--- src/gw_pkg.sv ---
// Purpose: shared constants, types and helpers of the drive gateway
// Assumes: 16-bit network words, 32-bit classic wishbone register bus
// Notes: node numbers are switch value plus one
package gw_pkg;

  localparam int WORD_W = 16;
  localparam int NODE_W = 7;
  localparam int SWV_W = 6;
  localparam int SW_W = 8;
  localparam int OFS_W = 7;
  localparam int LINK_N = 4;
  localparam int DL_WORDS = 8;
  localparam int TX_WORDS = 10;
  localparam int TXI_W = 4;

  // switch bank layout: position n sits at bit n-1
  localparam int SW_NODE_LSB = 0;
  localparam int SW_NODE_MSB = 5;
  localparam int SW_POS7 = 6;
  localparam int SW_POS8 = 7;
  localparam logic [NODE_W-1:0] NODE_ONE = 7'h01;

  // datalink enable encodings of positions 8 and 7
  localparam logic [1:0] LINKS_NONE = 2'h0;
  localparam logic [1:0] LINKS_A = 2'h1;
  localparam logic [1:0] LINKS_AB = 2'h2;
  localparam logic [1:0] LINKS_ALL = 2'h3;

  // global output layout of the gateway's broadcast
  localparam logic [TXI_W-1:0] TX_STATUS_OFS = 4'h0;
  localparam logic [TXI_W-1:0] TX_FEEDBACK_OFS = 4'h1;
  localparam logic [TXI_W-1:0] TX_DL_OFS = 4'h2;
  localparam logic [TXI_W-1:0] TX_LAST_OFS = 4'h9;

  // host write index of datalink input word a1
  localparam logic [7:0] DL_IN_FIRST = 8'h03;
  localparam logic [7:0] DL_IN_LAST = 8'h0a;

  // drive control word
  localparam int CTRL_STOP_BIT = 0;
  localparam logic [WORD_W-1:0] STOP_MASK = 16'h0001;

  // wishbone register map, byte addresses
  localparam int ADR_W = 4;
  localparam logic [ADR_W-1:0] REG_CTRL = 4'h0;
  localparam logic [ADR_W-1:0] REG_STATUS = 4'h4;
  localparam logic [ADR_W-1:0] REG_FRAMES = 4'h8;
  localparam int CTRL_TX_EN_BIT = 0;
  localparam logic [31:0] CTRL_RST = 32'h0000_0001;
  localparam logic [31:0] CTRL_MASK = 32'h0000_0001;
  localparam int ST_HOST_LSB = 0;
  localparam int ST_OWN_LSB = 8;
  localparam int ST_LINK_LSB = 16;
  localparam int ST_GCTL_BIT = 20;
  localparam int ST_CFE_BIT = 21;
  localparam int ST_LOST_BIT = 22;
  localparam int ST_FAULT_BIT = 23;

  typedef enum logic [1:0] {
    TX_IDLE = 2'b00,
    TX_SEND = 2'b01
  } tx_state_t;

  typedef logic [TX_WORDS-1:0][WORD_W-1:0] tx_block_t;
  typedef logic [DL_WORDS-1:0][WORD_W-1:0] dl_block_t;

  // host numbers bits from the top, the drive from bit 0
  function automatic logic [WORD_W-1:0] bit_flip(input logic [WORD_W-1:0] w);
    logic [WORD_W-1:0] r;
    r = '0;
    for (int i = 0; i < WORD_W; i++) begin
      r[i] = w[WORD_W-1-i];
    end
    return r;
  endfunction

  function automatic logic [LINK_N-1:0] links_from_sw(input logic [1:0] s);
    logic [LINK_N-1:0] r;
    r = 4'h0;
    unique case (s)
      LINKS_NONE: r = 4'h0;
      LINKS_A: r = 4'h1;
      LINKS_AB: r = 4'h3;
      LINKS_ALL: r = 4'hf;
    endcase
    return r;
  endfunction

endpackage

--- src/cfg_if.sv ---
// Purpose: decoded switch configuration passed inside the gateway
// Assumes: driven only by the switch synchroniser
// Notes: node numbers already carry the plus one
interface cfg_if;
  import gw_pkg::*;
  logic [NODE_W-1:0] host_node;
  logic [NODE_W-1:0] own_node;
  logic [SWV_W-1:0] own_val;
  logic [LINK_N-1:0] links_en;
  logic global_ctl;
  logic comm_loss_fault_switch;
  modport src (output host_node, own_node, own_val, links_en, global_ctl,
    comm_loss_fault_switch);
  modport dst (input host_node, own_node, own_val, links_en, global_ctl,
    comm_loss_fault_switch);
endinterface

--- src/drive_gateway.sv ---
// Purpose: global data exchange between a fieldbus host and a motor drive
// Assumes: network receive and transmit logic run on clk_i
// Notes: switch banks are pins and are synchronised first
//
// What this block does
// - first bank positions 1-6 pick the host node whose global data controls.
// - first bank positions 7-8 pick enabled datalinks; both on enables A-D.
// - second bank positions 1-6 set the gateway's own node address.
// - second bank position 7 on takes control and reference from host global data.
// - second bank position 8 on faults the drive when communication is lost.
// - own node picks its word pair; node 6 uses offsets 10 and 11.
// - drive status word goes out first, at offset zero.
// - offset 1 feedback, offsets 2-9 datalinks A1 through D2.
// - host bit 1 is the msb; control and status word bits are renumbered to drive order.
// - control bit 0 high asks the drive to stop.
// - writes to words of a disabled datalink are dropped.
//
// Our own choices: the Wishbone slave port and the placing of the registers.
module drive_gateway
  import gw_pkg::*;
(
  // clock and reset
  input wire logic clk_i,
  input wire logic rst_i,
  // configuration switch pins
  input wire logic [SW_W-1:0] host_select_switch_bank_i,
  input wire logic [SW_W-1:0] local_config_switch_bank_i,
  // global data received from the network, index 15 carries host bit 1
  input wire logic gd_valid_i,
  input wire logic [NODE_W-1:0] gd_src_node_i,
  input wire logic [OFS_W-1:0] gd_offset_i,
  input wire logic [WORD_W-1:0] gd_word_i,
  input wire logic gd_last_i,
  input wire logic comm_ok_i,
  // host writes of datalink input words
  input wire logic hw_valid_i,
  input wire logic [7:0] hw_index_i,
  input wire logic [WORD_W-1:0] hw_word_i,
  // global output stream
  input wire logic tx_start_i,
  output logic tx_valid_o,
  input wire logic tx_ready_i,
  output logic [TXI_W-1:0] tx_index_o,
  output logic [WORD_W-1:0] tx_word_o,
  output logic tx_last_o,
  // drive side
  output logic [WORD_W-1:0] drive_ctrl_o,
  output logic [WORD_W-1:0] drive_ref_o,
  output dl_block_t drive_dl_in_o,
  output logic drive_update_o,
  output logic drive_fault_o,
  input wire logic [WORD_W-1:0] drive_status_i,
  input wire logic [WORD_W-1:0] drive_feedback_i,
  input wire dl_block_t drive_dl_out_i,
  // wishbone slave
  input wire logic wb_cyc_i,
  input wire logic wb_stb_i,
  input wire logic wb_we_i,
  input wire logic [ADR_W-1:0] wb_adr_i,
  input wire logic [3:0] wb_sel_i,
  input wire logic [31:0] wb_dat_i,
  output logic [31:0] wb_dat_o,
  output logic wb_ack_o
);

  cfg_if cfg ();

  switch_sync u_sync (
    .clk_i(clk_i),
    .rst_i(rst_i),
    .host_bank_i(host_select_switch_bank_i),
    .local_bank_i(local_config_switch_bank_i),
    .cfg(cfg)
  );

  // registers
  logic [WORD_W-1:0] ctl_buf_q;
  logic [WORD_W-1:0] ref_buf_q;
  logic [1:0] seen_q;
  logic [WORD_W-1:0] ctrl_word_q;
  logic [WORD_W-1:0] ctrl_out_q;
  logic [WORD_W-1:0] ref_q;
  dl_block_t dl_in_q;
  logic update_q;
  logic fault_q;
  logic [31:0] ctrl_reg_q;
  logic [31:0] frames_q;
  logic [31:0] rdata_q;
  logic ack_q;

  // frame filtering and word selection
  wire logic [OFS_W-1:0] ctl_ofs = {cfg.own_val, 1'b0};
  wire logic [OFS_W-1:0] ref_ofs = {cfg.own_val, 1'b1};
  wire logic from_host = gd_valid_i && cfg.global_ctl
    && (gd_src_node_i == cfg.host_node)
    && (gd_src_node_i != cfg.own_node);
  wire logic hit_ctl = from_host && (gd_offset_i == ctl_ofs);
  wire logic hit_ref = from_host && (gd_offset_i == ref_ofs);
  wire logic [1:0] seen_d = seen_q | {hit_ref, hit_ctl};
  wire logic [WORD_W-1:0] ctl_buf_d = hit_ctl ? bit_flip(gd_word_i) : ctl_buf_q;
  wire logic [WORD_W-1:0] ref_buf_d = hit_ref ? gd_word_i : ref_buf_q;
  wire logic frame_end = from_host && gd_last_i;
  wire logic commit = frame_end && (&seen_d);

  // communication loss
  wire logic comm_lost = !comm_ok_i;
  wire logic fault_d = cfg.comm_loss_fault_switch && comm_lost;
  wire logic [WORD_W-1:0] ctrl_word_d = commit ? ctl_buf_d : ctrl_word_q;
  wire logic [WORD_W-1:0] ctrl_out_d = fault_d ? (ctrl_word_d | STOP_MASK)
    : ctrl_word_d;

  // datalink input writes from the host
  wire logic [7:0] hw_slot = hw_index_i - DL_IN_FIRST;
  wire logic hw_in_range = (hw_index_i >= DL_IN_FIRST) && (hw_index_i <= DL_IN_LAST);
  wire logic hw_link_on = cfg.links_en[hw_slot[2:1]];
  wire logic hw_take = hw_valid_i && hw_in_range && hw_link_on;

  // global output block
  tx_block_t tx_block;
  always_comb begin
    tx_block = '0;
    tx_block[TX_STATUS_OFS] = bit_flip(drive_status_i);
    tx_block[TX_FEEDBACK_OFS] = drive_feedback_i;
    for (int k = 0; k < DL_WORDS; k++) begin
      tx_block[int'(TX_DL_OFS) + k] = cfg.links_en[k/2] ? drive_dl_out_i[k]
        : '0;
    end
  end

  wire logic tx_go = tx_start_i && ctrl_reg_q[CTRL_TX_EN_BIT];

  global_tx u_tx (
    .clk_i(clk_i),
    .rst_i(rst_i),
    .start_i(tx_go),
    .block_i(tx_block),
    .tx_valid_o(tx_valid_o),
    .tx_ready_i(tx_ready_i),
    .tx_index_o(tx_index_o),
    .tx_word_o(tx_word_o),
    .tx_last_o(tx_last_o),
    .busy_o()
  );

  // host data path
  always_ff @(posedge clk_i) begin
    if (rst_i) begin
      ctl_buf_q <= '0;
      ref_buf_q <= '0;
      seen_q <= 2'h0;
      ctrl_word_q <= '0;
      ctrl_out_q <= '0;
      ref_q <= '0;
      update_q <= 1'b0;
      fault_q <= 1'b0;
    end else begin
      ctl_buf_q <= ctl_buf_d;
      ref_buf_q <= ref_buf_d;
      seen_q <= frame_end ? 2'h0 : seen_d;
      ctrl_word_q <= ctrl_word_d;
      ctrl_out_q <= ctrl_out_d;
      ref_q <= commit ? ref_buf_d : ref_q;
      update_q <= commit;
      fault_q <= fault_d;
    end
  end

  always_ff @(posedge clk_i) begin
    if (rst_i) begin
      dl_in_q <= '0;
    end else if (hw_take) begin
      dl_in_q[hw_slot[2:0]] <= hw_word_i;
    end
  end

  // wishbone register file
  wire logic wb_req = wb_cyc_i && wb_stb_i && !ack_q;
  wire logic wb_wr = wb_req && wb_we_i;
  wire logic wr_ctrl = wb_wr && (wb_adr_i == REG_CTRL) && wb_sel_i[0];
  wire logic wr_frames = wb_wr && (wb_adr_i == REG_FRAMES);

  logic [31:0] status_word;
  always_comb begin
    status_word = '0;
    status_word[ST_HOST_LSB +: NODE_W] = cfg.host_node;
    status_word[ST_OWN_LSB +: NODE_W] = cfg.own_node;
    status_word[ST_LINK_LSB +: LINK_N] = cfg.links_en;
    status_word[ST_GCTL_BIT] = cfg.global_ctl;
    status_word[ST_CFE_BIT] = cfg.comm_loss_fault_switch;
    status_word[ST_LOST_BIT] = comm_lost;
    status_word[ST_FAULT_BIT] = fault_q;
  end

  logic [31:0] rd_mux;
  always_comb begin
    unique case (wb_adr_i)
      REG_CTRL: rd_mux = ctrl_reg_q;
      REG_STATUS: rd_mux = status_word;
      REG_FRAMES: rd_mux = frames_q;
      default: rd_mux = '0;
    endcase
  end

  always_ff @(posedge clk_i) begin
    if (rst_i) begin
      ctrl_reg_q <= CTRL_RST;
      frames_q <= '0;
      rdata_q <= '0;
      ack_q <= 1'b0;
    end else begin
      ack_q <= wb_req;
      rdata_q <= wb_req ? rd_mux : '0;
      if (wr_ctrl) begin
        ctrl_reg_q <= wb_dat_i & CTRL_MASK;
      end
      if (commit) begin
        frames_q <= frames_q + 32'h1;
      end else if (wr_frames) begin
        frames_q <= '0;
      end
    end
  end

  assign drive_ctrl_o = ctrl_out_q;
  assign drive_ref_o = ref_q;
  assign drive_dl_in_o = dl_in_q;
  assign drive_update_o = update_q;
  assign drive_fault_o = fault_q;
  assign wb_dat_o = rdata_q;
  assign wb_ack_o = ack_q;

endmodule // drive_gateway

--- src/global_tx.sv ---
// Purpose: send the gateway's global output block word by word
// Assumes: the network side takes a word when valid and ready are high
// Notes: the block is snapshot at start so words stay coherent
module global_tx
  import gw_pkg::*;
(
  // clock and reset
  input wire logic clk_i,
  input wire logic rst_i,
  // block to send
  input wire logic start_i,
  input wire tx_block_t block_i,
  // word stream
  output logic tx_valid_o,
  input wire logic tx_ready_i,
  output logic [TXI_W-1:0] tx_index_o,
  output logic [WORD_W-1:0] tx_word_o,
  output logic tx_last_o,
  output logic busy_o
);
  tx_state_t state_q;
  tx_block_t snap_q;
  logic [TXI_W-1:0] idx_q;
  logic [WORD_W-1:0] word_q;
  logic valid_q;
  logic last_q;
  wire logic take = (state_q == TX_SEND) && tx_ready_i;
  wire logic at_end = (idx_q == TX_LAST_OFS);
  wire logic [TXI_W-1:0] idx_nxt = idx_q + 4'h1;

  always_ff @(posedge clk_i) begin
    if (rst_i) begin
      state_q <= TX_IDLE;
      snap_q <= '0;
      idx_q <= TX_STATUS_OFS;
      word_q <= '0;
      valid_q <= 1'b0;
      last_q <= 1'b0;
    end else begin
      unique case (state_q)
        TX_IDLE: begin
          if (start_i) begin
            snap_q <= block_i;
            idx_q <= TX_STATUS_OFS;
            word_q <= block_i[TX_STATUS_OFS];
            valid_q <= 1'b1;
            last_q <= 1'b0;
            state_q <= TX_SEND;
          end
        end
        TX_SEND: begin
          if (take && at_end) begin
            valid_q <= 1'b0;
            last_q <= 1'b0;
            state_q <= TX_IDLE;
          end else if (take) begin
            idx_q <= idx_nxt;
            word_q <= snap_q[idx_nxt];
            last_q <= (idx_nxt == TX_LAST_OFS);
          end
        end
        default: state_q <= TX_IDLE;
      endcase
    end
  end

  // stream outputs straight from flops; busy_o decoded from state_q
  assign tx_valid_o = valid_q;
  assign tx_index_o = idx_q;
  assign tx_word_o = word_q;
  assign tx_last_o = last_q;
  assign busy_o = (state_q == TX_SEND);
endmodule // global_tx

--- src/switch_sync.sv ---
// Purpose: synchronise both switch banks and decode them
// Assumes: switches are asynchronous pins
// Notes: decode reads only the second flop
module switch_sync
  import gw_pkg::*;
(
  // clock and reset
  input wire logic clk_i,
  input wire logic rst_i,
  // switch pins
  input wire logic [SW_W-1:0] host_bank_i,
  input wire logic [SW_W-1:0] local_bank_i,
  // decoded configuration
  cfg_if.src cfg
);
  logic [SW_W-1:0] host_m_q;
  logic [SW_W-1:0] host_s_q;
  logic [SW_W-1:0] local_m_q;
  logic [SW_W-1:0] local_s_q;

  always_ff @(posedge clk_i) begin
    if (rst_i) begin
      host_m_q <= '0;
      host_s_q <= '0;
      local_m_q <= '0;
      local_s_q <= '0;
    end else begin
      host_m_q <= host_bank_i;
      host_s_q <= host_m_q;
      local_m_q <= local_bank_i;
      local_s_q <= local_m_q;
    end
  end

  assign cfg.host_node = {1'b0, host_s_q[SW_NODE_MSB:SW_NODE_LSB]} + NODE_ONE;
  assign cfg.own_val = local_s_q[SW_NODE_MSB:SW_NODE_LSB];
  assign cfg.own_node = {1'b0, local_s_q[SW_NODE_MSB:SW_NODE_LSB]} + NODE_ONE;
  assign cfg.links_en = links_from_sw({host_s_q[SW_POS8], host_s_q[SW_POS7]});
  assign cfg.global_ctl = local_s_q[SW_POS7];
  assign cfg.comm_loss_fault_switch = local_s_q[SW_POS8];
endmodule // switch_sync

--- config.mk ---
export PLATFORM = sky130hd
export DESIGN_NAME = drive_gateway
export DESIGN_NICKNAME = d
export VERILOG_FILES = /design/src/gw_pkg.sv /design/src/cfg_if.sv /design/src/drive_gateway.sv /design/src/global_tx.sv /design/src/switch_sync.sv
export SDC_FILE = /design/constraint.sdc
export NUM_CORES = 1
export LEC_CHECK = 0
export BUFFER_PORTS_ARGS = -buffer_cell sky130_fd_sc_hd__buf_2
export CAP_MARGIN = 10
export CORE_AREA = 2 2 195 197
export CTS_BUF_LIST = sky130_fd_sc_hd__clkbuf_8 sky130_fd_sc_hd__clkbuf_16
export DETAILED_ROUTE_END_ITERATION = 6
export DIE_AREA = 0 0 197 199
export GPL_TIMING_DRIVEN = 0
export PLACE_DENSITY = 0.81
export SKIP_LAST_GASP = 1
export SYNTH_ARGS = -nofsm -noshare
export SYNTH_HDL_FRONTEND = slang
export SYNTH_SLANG_ARGS = --single-unit
--- constraint.sdc ---
create_clock -name clk_i -period 5.2 [get_ports clk_i]
set_input_delay 1.04 -clock clk_i [delete_from_list [all_inputs] [get_ports clk_i]]
set_output_delay 1.04 -clock clk_i [all_outputs]
set_load 0.01 [all_outputs]
==> results of run 1 <==
[cell type report]
class | instances | area [µm²] | share of cell area, %
inverters | 32 | 120.1 | 0.4892
multi-input cells | 1494 | 9467 | 38.55
flip-flops and latches | 477 | 9549 | 38.89
plain buffers | 192 | 884.6 | 3.603
clock inverters | 23 | 230.2 | 0.9376
well taps | 474 | 593.1 | 2.415
diodes | 12 | 30.03 | 0.1223
repair buffers | 447 | 2237 | 9.111
clock buffers | 64 | 1444 | 5.880
[kinds of logic after synthesis]
group | Yosys count | synth area share [%]
adder cells (fa/ha/maj) | 8 | 0.5000
AND/OR/NAND/NOR | 828 | 18.97
multiplexers | 261 | 15.27
buffers and inverters | 224 | 5.018
flip-flops | 477 | 47.70
XOR/XNOR | 26 | 1.206
AO/OA/AOI/OAI | 371 | 11.34
[report_power, final]
group          total, µW  internal, µW  switching, µW  leakage [µW]
Sequential          3740          3710           36.2       0.00386
Combinational        576           199            377       0.00500
Clock               3640          2140           1500      0.000854
[worst paths after layout]
path / cells past startpoint / startpoint / slack, ns / to
max: 12 / u_tx.tx_index_o[0] / 0.48 / u_tx.tx_word_o[7]
min: 1 / u_sync.host_m_q[7] / 0.44 / u_sync.host_s_q[7]
max reg2reg: 12 / u_tx.tx_index_o[0] / 0.48 / u_tx.tx_word_o[7]
min reg2reg: 1 / u_sync.host_m_q[7] / 0.44 / u_sync.host_s_q[7]
[cells in the final DEF (no fill, tap or decap), drive strengths merged, types with 11 or more instances in the layout]
cell    synthesis  layout
o221ai         32      32
dfxtp         477     477
buf            59     506
inv            32      40
a21oi         238     238
a22oi          14      14
diode           0      12
nand4          16      16
mux2           35      35
nand2         306     306
mux4           32      32
nor2b          35      35
clkbuf        133     197
xnor2          14      14
mux2i         194     194
o21ai          50      50
nor2          217     217
and2           12      12
nand3         163     163
nor3           33      33
xor2           11      11
[state kept, by name (all words and copies together) (netlist names), 16 cells and up]
name,flops
u_tx.snap_q,160
u_tx.tx_word_o,16
ref_buf_q,16
wb_dat_o,32
ctrl_word_q,16
frames_q,32
drive_dl_in_o,128
ctl_buf_q,16
drive_ref_o,16
[stage by stage]
step                total power [µW]  cell area (µm²)  instances
floorplan                       4117            20020       2195
global placement                4369            22850       3116
detailed placement              4384            22850       3116
CTS                             7968            24520       3203
global route                    8149            24540       3211
finish                          7957            24550       3215
[per-layer routing]
| metal | track usage (%) | vias up | part of all wire, % |
|---|---|---|---|
| met5 | 0 | - | 0.16 |
| met4 | 17.71 | 14 | 5.0 |
| met3 | 8.291 | 193 | 8.2 |
| met2 | 54.26 | 840 | 47 |
| met1 | 39.10 | 8725 | 39 |
| li1 | - | 8571 | - |
==> impl_metrics.yaml, run 1 <==
drt:
  dr_total_vias: 18340
  avgRoutedWirePerCell_um: 20.75
  drc_errors: 0
  ant_nets: 0
  drt_iter0_drc: 1411
  drt-total-wl_um: 66710
  post_drt_via_cell_ratio: 5.705
  dr.pass1.iters: 6
sta:
  skew_ns: 0.02283
  worstMarginPinSlew_ns: 1.023
  setup_tns_ns: 0
  period_minus_slack_ns: 4.720
  finalHoldViolCount: 0
  slew_headroom_pct: 30.84
  finalMaxSlewViolations: 0
  setup_violations: 0
  clock.fmax_mhz: 211.8
  setup_ws_ns: 0.4797
  period_share_pct: 90.78
  fin_hold_ws_ns: 0.4366
  rsz0062_at_grt: "false"
worst_setup_path:
  crit_top_cell: "clkbuf_1"
  path_buf_inv: 6
  endpoint_kind: "flop"
  critical_path_class: "reg2reg"
  crit_family: "buffers and inverters"
  crit_slowest_cell: "buf_1"
  slowest_delay_ns: 0.67
  worstPathCellList: "clkbuf_1 -> buf_2 -> clkbuf_1 -> inv_1 -> ha_1 -> clkbuf_1 -> buf_1 -> mux4_2 -> mux2i_1 -> o221ai_1 -> o221ai_1 -> a21oi_1"
  worstPathArrival_ns: 5.18
  worstPathMaxFanout: 10
  start_kind: "flop"
  crit_required_ns: 5.66
clocking:
  cts-root-buf: "clkbuf_16"
  ctsHoldBuffers: 0
  post_cts_buffers: 0
  numCtsBuffers: 48
  cts_resized: 0
  cts_sinks: 477
  clk-insertion-delay-late_ns: 0.59
  cts_tree: "built"
  cts_max_level: 2
  clock_path_buffers: 3
  clk_pin_slew_worst_paths_ns: 0.07
floorplan:
  io-pin-count: 498
  rows: 71
  core_mm2: 0.03713
  die_w_um: 197
  die_area_mm2: 0.03920
  die_h_um: 199
  start_util_pct: 53.92
place:
  post-place-ws_ns: 0.5147
  hpwl_um: 50870
  io_buffers: 447
  gp_congestion: 0.9576
yosys:
  synth_cells: 2195
  async_flop_share_pct: 0
  ys_seq_area_share_pct: 47.70
  synth.distinct_cells: 69
  ys_seq_elements: 477
  synth_top_area_share_pct: 47.70
  avgSynthCellArea_um2: 9.121
  yosys-top-cells-count: "477 x dfxtp_1, 277 x nand2_1, 215 x nor2_1"
  dominantRegCellSynth: "dfxtp_1"
  syn_area_mm2: 0.02002
  yosysTopAreaCell: "dfxtp_1"
  yosysWarningCount: 0
  ys_top_cells_by_area: "dfxtp_1 48%, mux2i_1 9.7%, a21oi_1 5.2%"
  synth_edf_count: 0
  yosysMostFrequentCell: "dfxtp_1"
  syn-num-nets: 2484
pwr:
  power_density_mw_per_mm2: 324.0
  power_leakage_uw: 0.009715
  ir_worst_vdd_mv: 0.2830
global_route:
  grt.overflow.total: 0
  grt_pass1_vias: 17580
  grt_max_degree: 15
  grt_pass1_wl_um: 98240
  antenna_found_initial: 18
  grt_usage_pct: 32.72
layout:
  drive_above_1_share_pct: 26.24
  area_growth_pct: 22.65
  fillCellCount: 2981
  fin_util_pct: 66.13
  nets: 2981
min_path:
  hold_class: "reg2reg"
status:
  status: "completed"
flow_run:
  cap_viol_max_count: 0
No activity file was read; power rests on OpenSTA's default activity.
==> run 2, diff against run 1 <==
- CORE_AREA: 2 2 195 197 -> default
- CORE_MARGIN: default -> 2
- CORE_UTILIZATION: default -> 48
- DIE_AREA: 0 0 197 199 -> default
- PLACE_DENSITY: 0.81 -> 0.76
- clock period: 5.2 -> 4.1 ns (I/O delays scaled with it)
==> impl_metrics.yaml, run 2 (synthesized netlist as in run 1, its figures left out) <==
status:
  status: "completed"
drt:
  drt_iter0_drc: 1326
  dr.pass1.iters: 6
  wl_met3_um: 6126
  dr_total_vias: 18520
  drt-met1-wl_um: 27250
  post_drt_via_cell_ratio: 5.641
  avgRoutedWirePerCell_um: 20.86
  wl_met2_um: 31540
  ant_nets: 0
  drt-total-wl_um: 68480
  highest_layer: "met5"
  drc_errors: 0
flow_run:
  cap_viol_max_count: 0
place:
  hpwl_um: 52460
  gp_congestion: 0.9436
  io_buffers: 447
  placed_cells: 3175
floorplan:
  die_w_um: 208.2
  io-pin-count: 498
  rows: 74
  die_area_mm2: 0.04336
  die_h_um: 208.2
  start_util_pct: 48.81
  core_mm2: 0.04102
layout:
  largest_reg_flops: 160
  mostFrequentLayoutCells: "477 x dfxtp_1, 464 x buf_2, 277 x nand2_1"
  top_register: "u_tx.snap_q"
  area_growth_pct: 24.06
  fin_util_pct: 60.55
  final_common_cell: "dfxtp_1"
  multi_input_area_mm2: 0.009467
  fillCellCount: 3501
  ff_latch_area_mm2: 0.009549
  final_cell_count_no_fill: 3283
  drive_above_1_share_pct: 26.52
  nets: 2982
worst_setup_path:
  reg2reg_to: "u_tx.tx_word_o[7]"
  reg2regPathDepth: 10
  start_kind: "flop"
  worstReg2RegStart: "u_tx.tx_index_o[0]"
  worstPathMaxFanout: 19
  critical_path_class: "reg2reg"
  reg2reg_slack_ns: 0.30
  endpoint_kind: "flop"
  worstPathArrival_ns: 4.25
  setup.worst_path.start: "u_tx.tx_index_o[0]"
  crit_required_ns: 4.55
global_route:
  grt.overflow.total: 0
  grt_pass1_wl_um: 104000
  grt_usage_pct: 30.72
  antenna_found_initial: 22
  grt_pass1_vias: 18500
  grt_max_degree: 20
min_path:
  worstHoldStart: "u_sync.host_m_q[0]"
  hold_path_end: "u_sync.host_s_q[0]"
  hold_class: "reg2reg"
  hold_depth: 1
clocking:
  clock_path_buffers: 3
  cts-root-buf: "clkbuf_16"
  ctsHoldBuffers: 0
  clk-insertion-delay-late_ns: 0.59
  cts_max_level: 2
  numCtsBuffers: 50
  clk_pin_slew_worst_paths_ns: 0.06
  cts_sinks: 477
  cts_tree: "built"
sta:
  setup_tns_ns: 0
  slew_headroom_pct: 31.83
  worstMarginPinSlew_ns: 1.023
  finalMaxSlewViolations: 0
  setup_violations: 0
  finalHoldViolCount: 0
  clock.fmax_mhz: 263.5
  skew_ns: 0.01443
  fin_hold_ws_ns: 0.4404
  rsz0062_at_grt: "false"
  period_share_pct: 92.58
  period_minus_slack_ns: 3.796
pwr:
  power_frac_comb_pct: 7.1
  ir_worst_vdd_mv: 0.3500
  clkPwrFrac_pct: 47.8
  p_switching_uw: 2466
  intPower_uw: 8060
  pwr-share-seq_pct: 45.1
  power_leakage_uw: 0.009809
  power_density_mw_per_mm2: 423.8
  swShare_pct: 23.42
-- run 2: cell types whose count changed in the layout (fill, tap and decap cells not counted) --
cell | before | now
clkbuf_1 | 132 | 130
buf_2 | 466 | 464
clkinvlp_4 | 2 | 1
clkinv_2 | 7 | 6
inv_8 | 0 | 1
diode_2 | 12 | 17
inv_6 | 1 | 2
clkinv_4 | 1 | 0
clkbuf_4 | 0 | 3
buf_1 | 13 | 12
clkdlybuf4s18_2 | 0 | 1
bufinv_16 | 4 | 9
clkbuf_8 | 14 | 17
inv_1 | 38 | 37
-- run 2: cell type report --
cell class / instances / area share (%)
Antenna cell: 17 / 0.1713
Buffer: 190 / 3.567
Clock buffer: 67 / 5.980
Clock inverter: 26 / 1.511
Inverter: 32 / 0.4836
Multi-Input combinational cell: 1494 / 38.11
Sequential cell: 477 / 38.45
Tap cell: 532 / 2.680
Timing Repair Buffer: 448 / 9.047
-- run 2: repair_timing --
item,in CTS,in global routing
gates resized for setup,1,3
buffers inserted,0,0
hold endpoints to repair,0,0
pin swaps,0,0
setup endpoints to repair,16,15
-- run 2: stage by stage --
step	area [µm²]	total power, µW	setup slack (ns)
finish	24840	10530	0.3044
CTS	24790	10560	0.02910
floorplan	20020	5222	0.5181
detailed placement	22930	5582	-0.6260
global placement	22920	5563	-0.5674
global route	24830	10800	0.1239
-- run 2: power groups by stage --
stage / clock network (µW) / logic (µW) / registers [µW]
floorplan: 0 / 387 / 4840
global placement: 0 / 718 / 4840
detailed placement: 0 / 734 / 4850
CTS: 5080 / 738 / 4750
global route: 5250 / 807 / 4750
finish: 5030 / 751 / 4750
-- run 2: routing by layer --
metal | up-vias | track usage (%)
met3 | 196 | 8.030
met5 | - | 0
met1 | 8900 | 37.42
met4 | 12 | 16.25
li1 | 8591 | -
met2 | 822 | 49.91
-- run 2: worst max-delay path by stage --
stage	cells past startpoint	to
after detailed placement	12	u_tx.tx_word_o[8]
final	10	u_tx.tx_word_o[7]
after global routing	10	u_tx.tx_word_o[8]
after floorplan	12	u_tx.tx_word_o[13]
after CTS	11	u_tx.tx_word_o[8]
after global placement	12	u_tx.tx_word_o[7]
-- run 2: worst max-delay path, cell delays in order, from the launching register on --
cell and delay [ns]:
dfxtp_1 0.40, clkbuf_1 0.43, clkbuf_4 0.47, inv_1 0.08, ha_1 0.54, buf_2 0.41, mux4_2 0.62, mux2i_1 0.23
o221ai_1 0.21, o221ai_1 0.15, a21oi_1 0.10
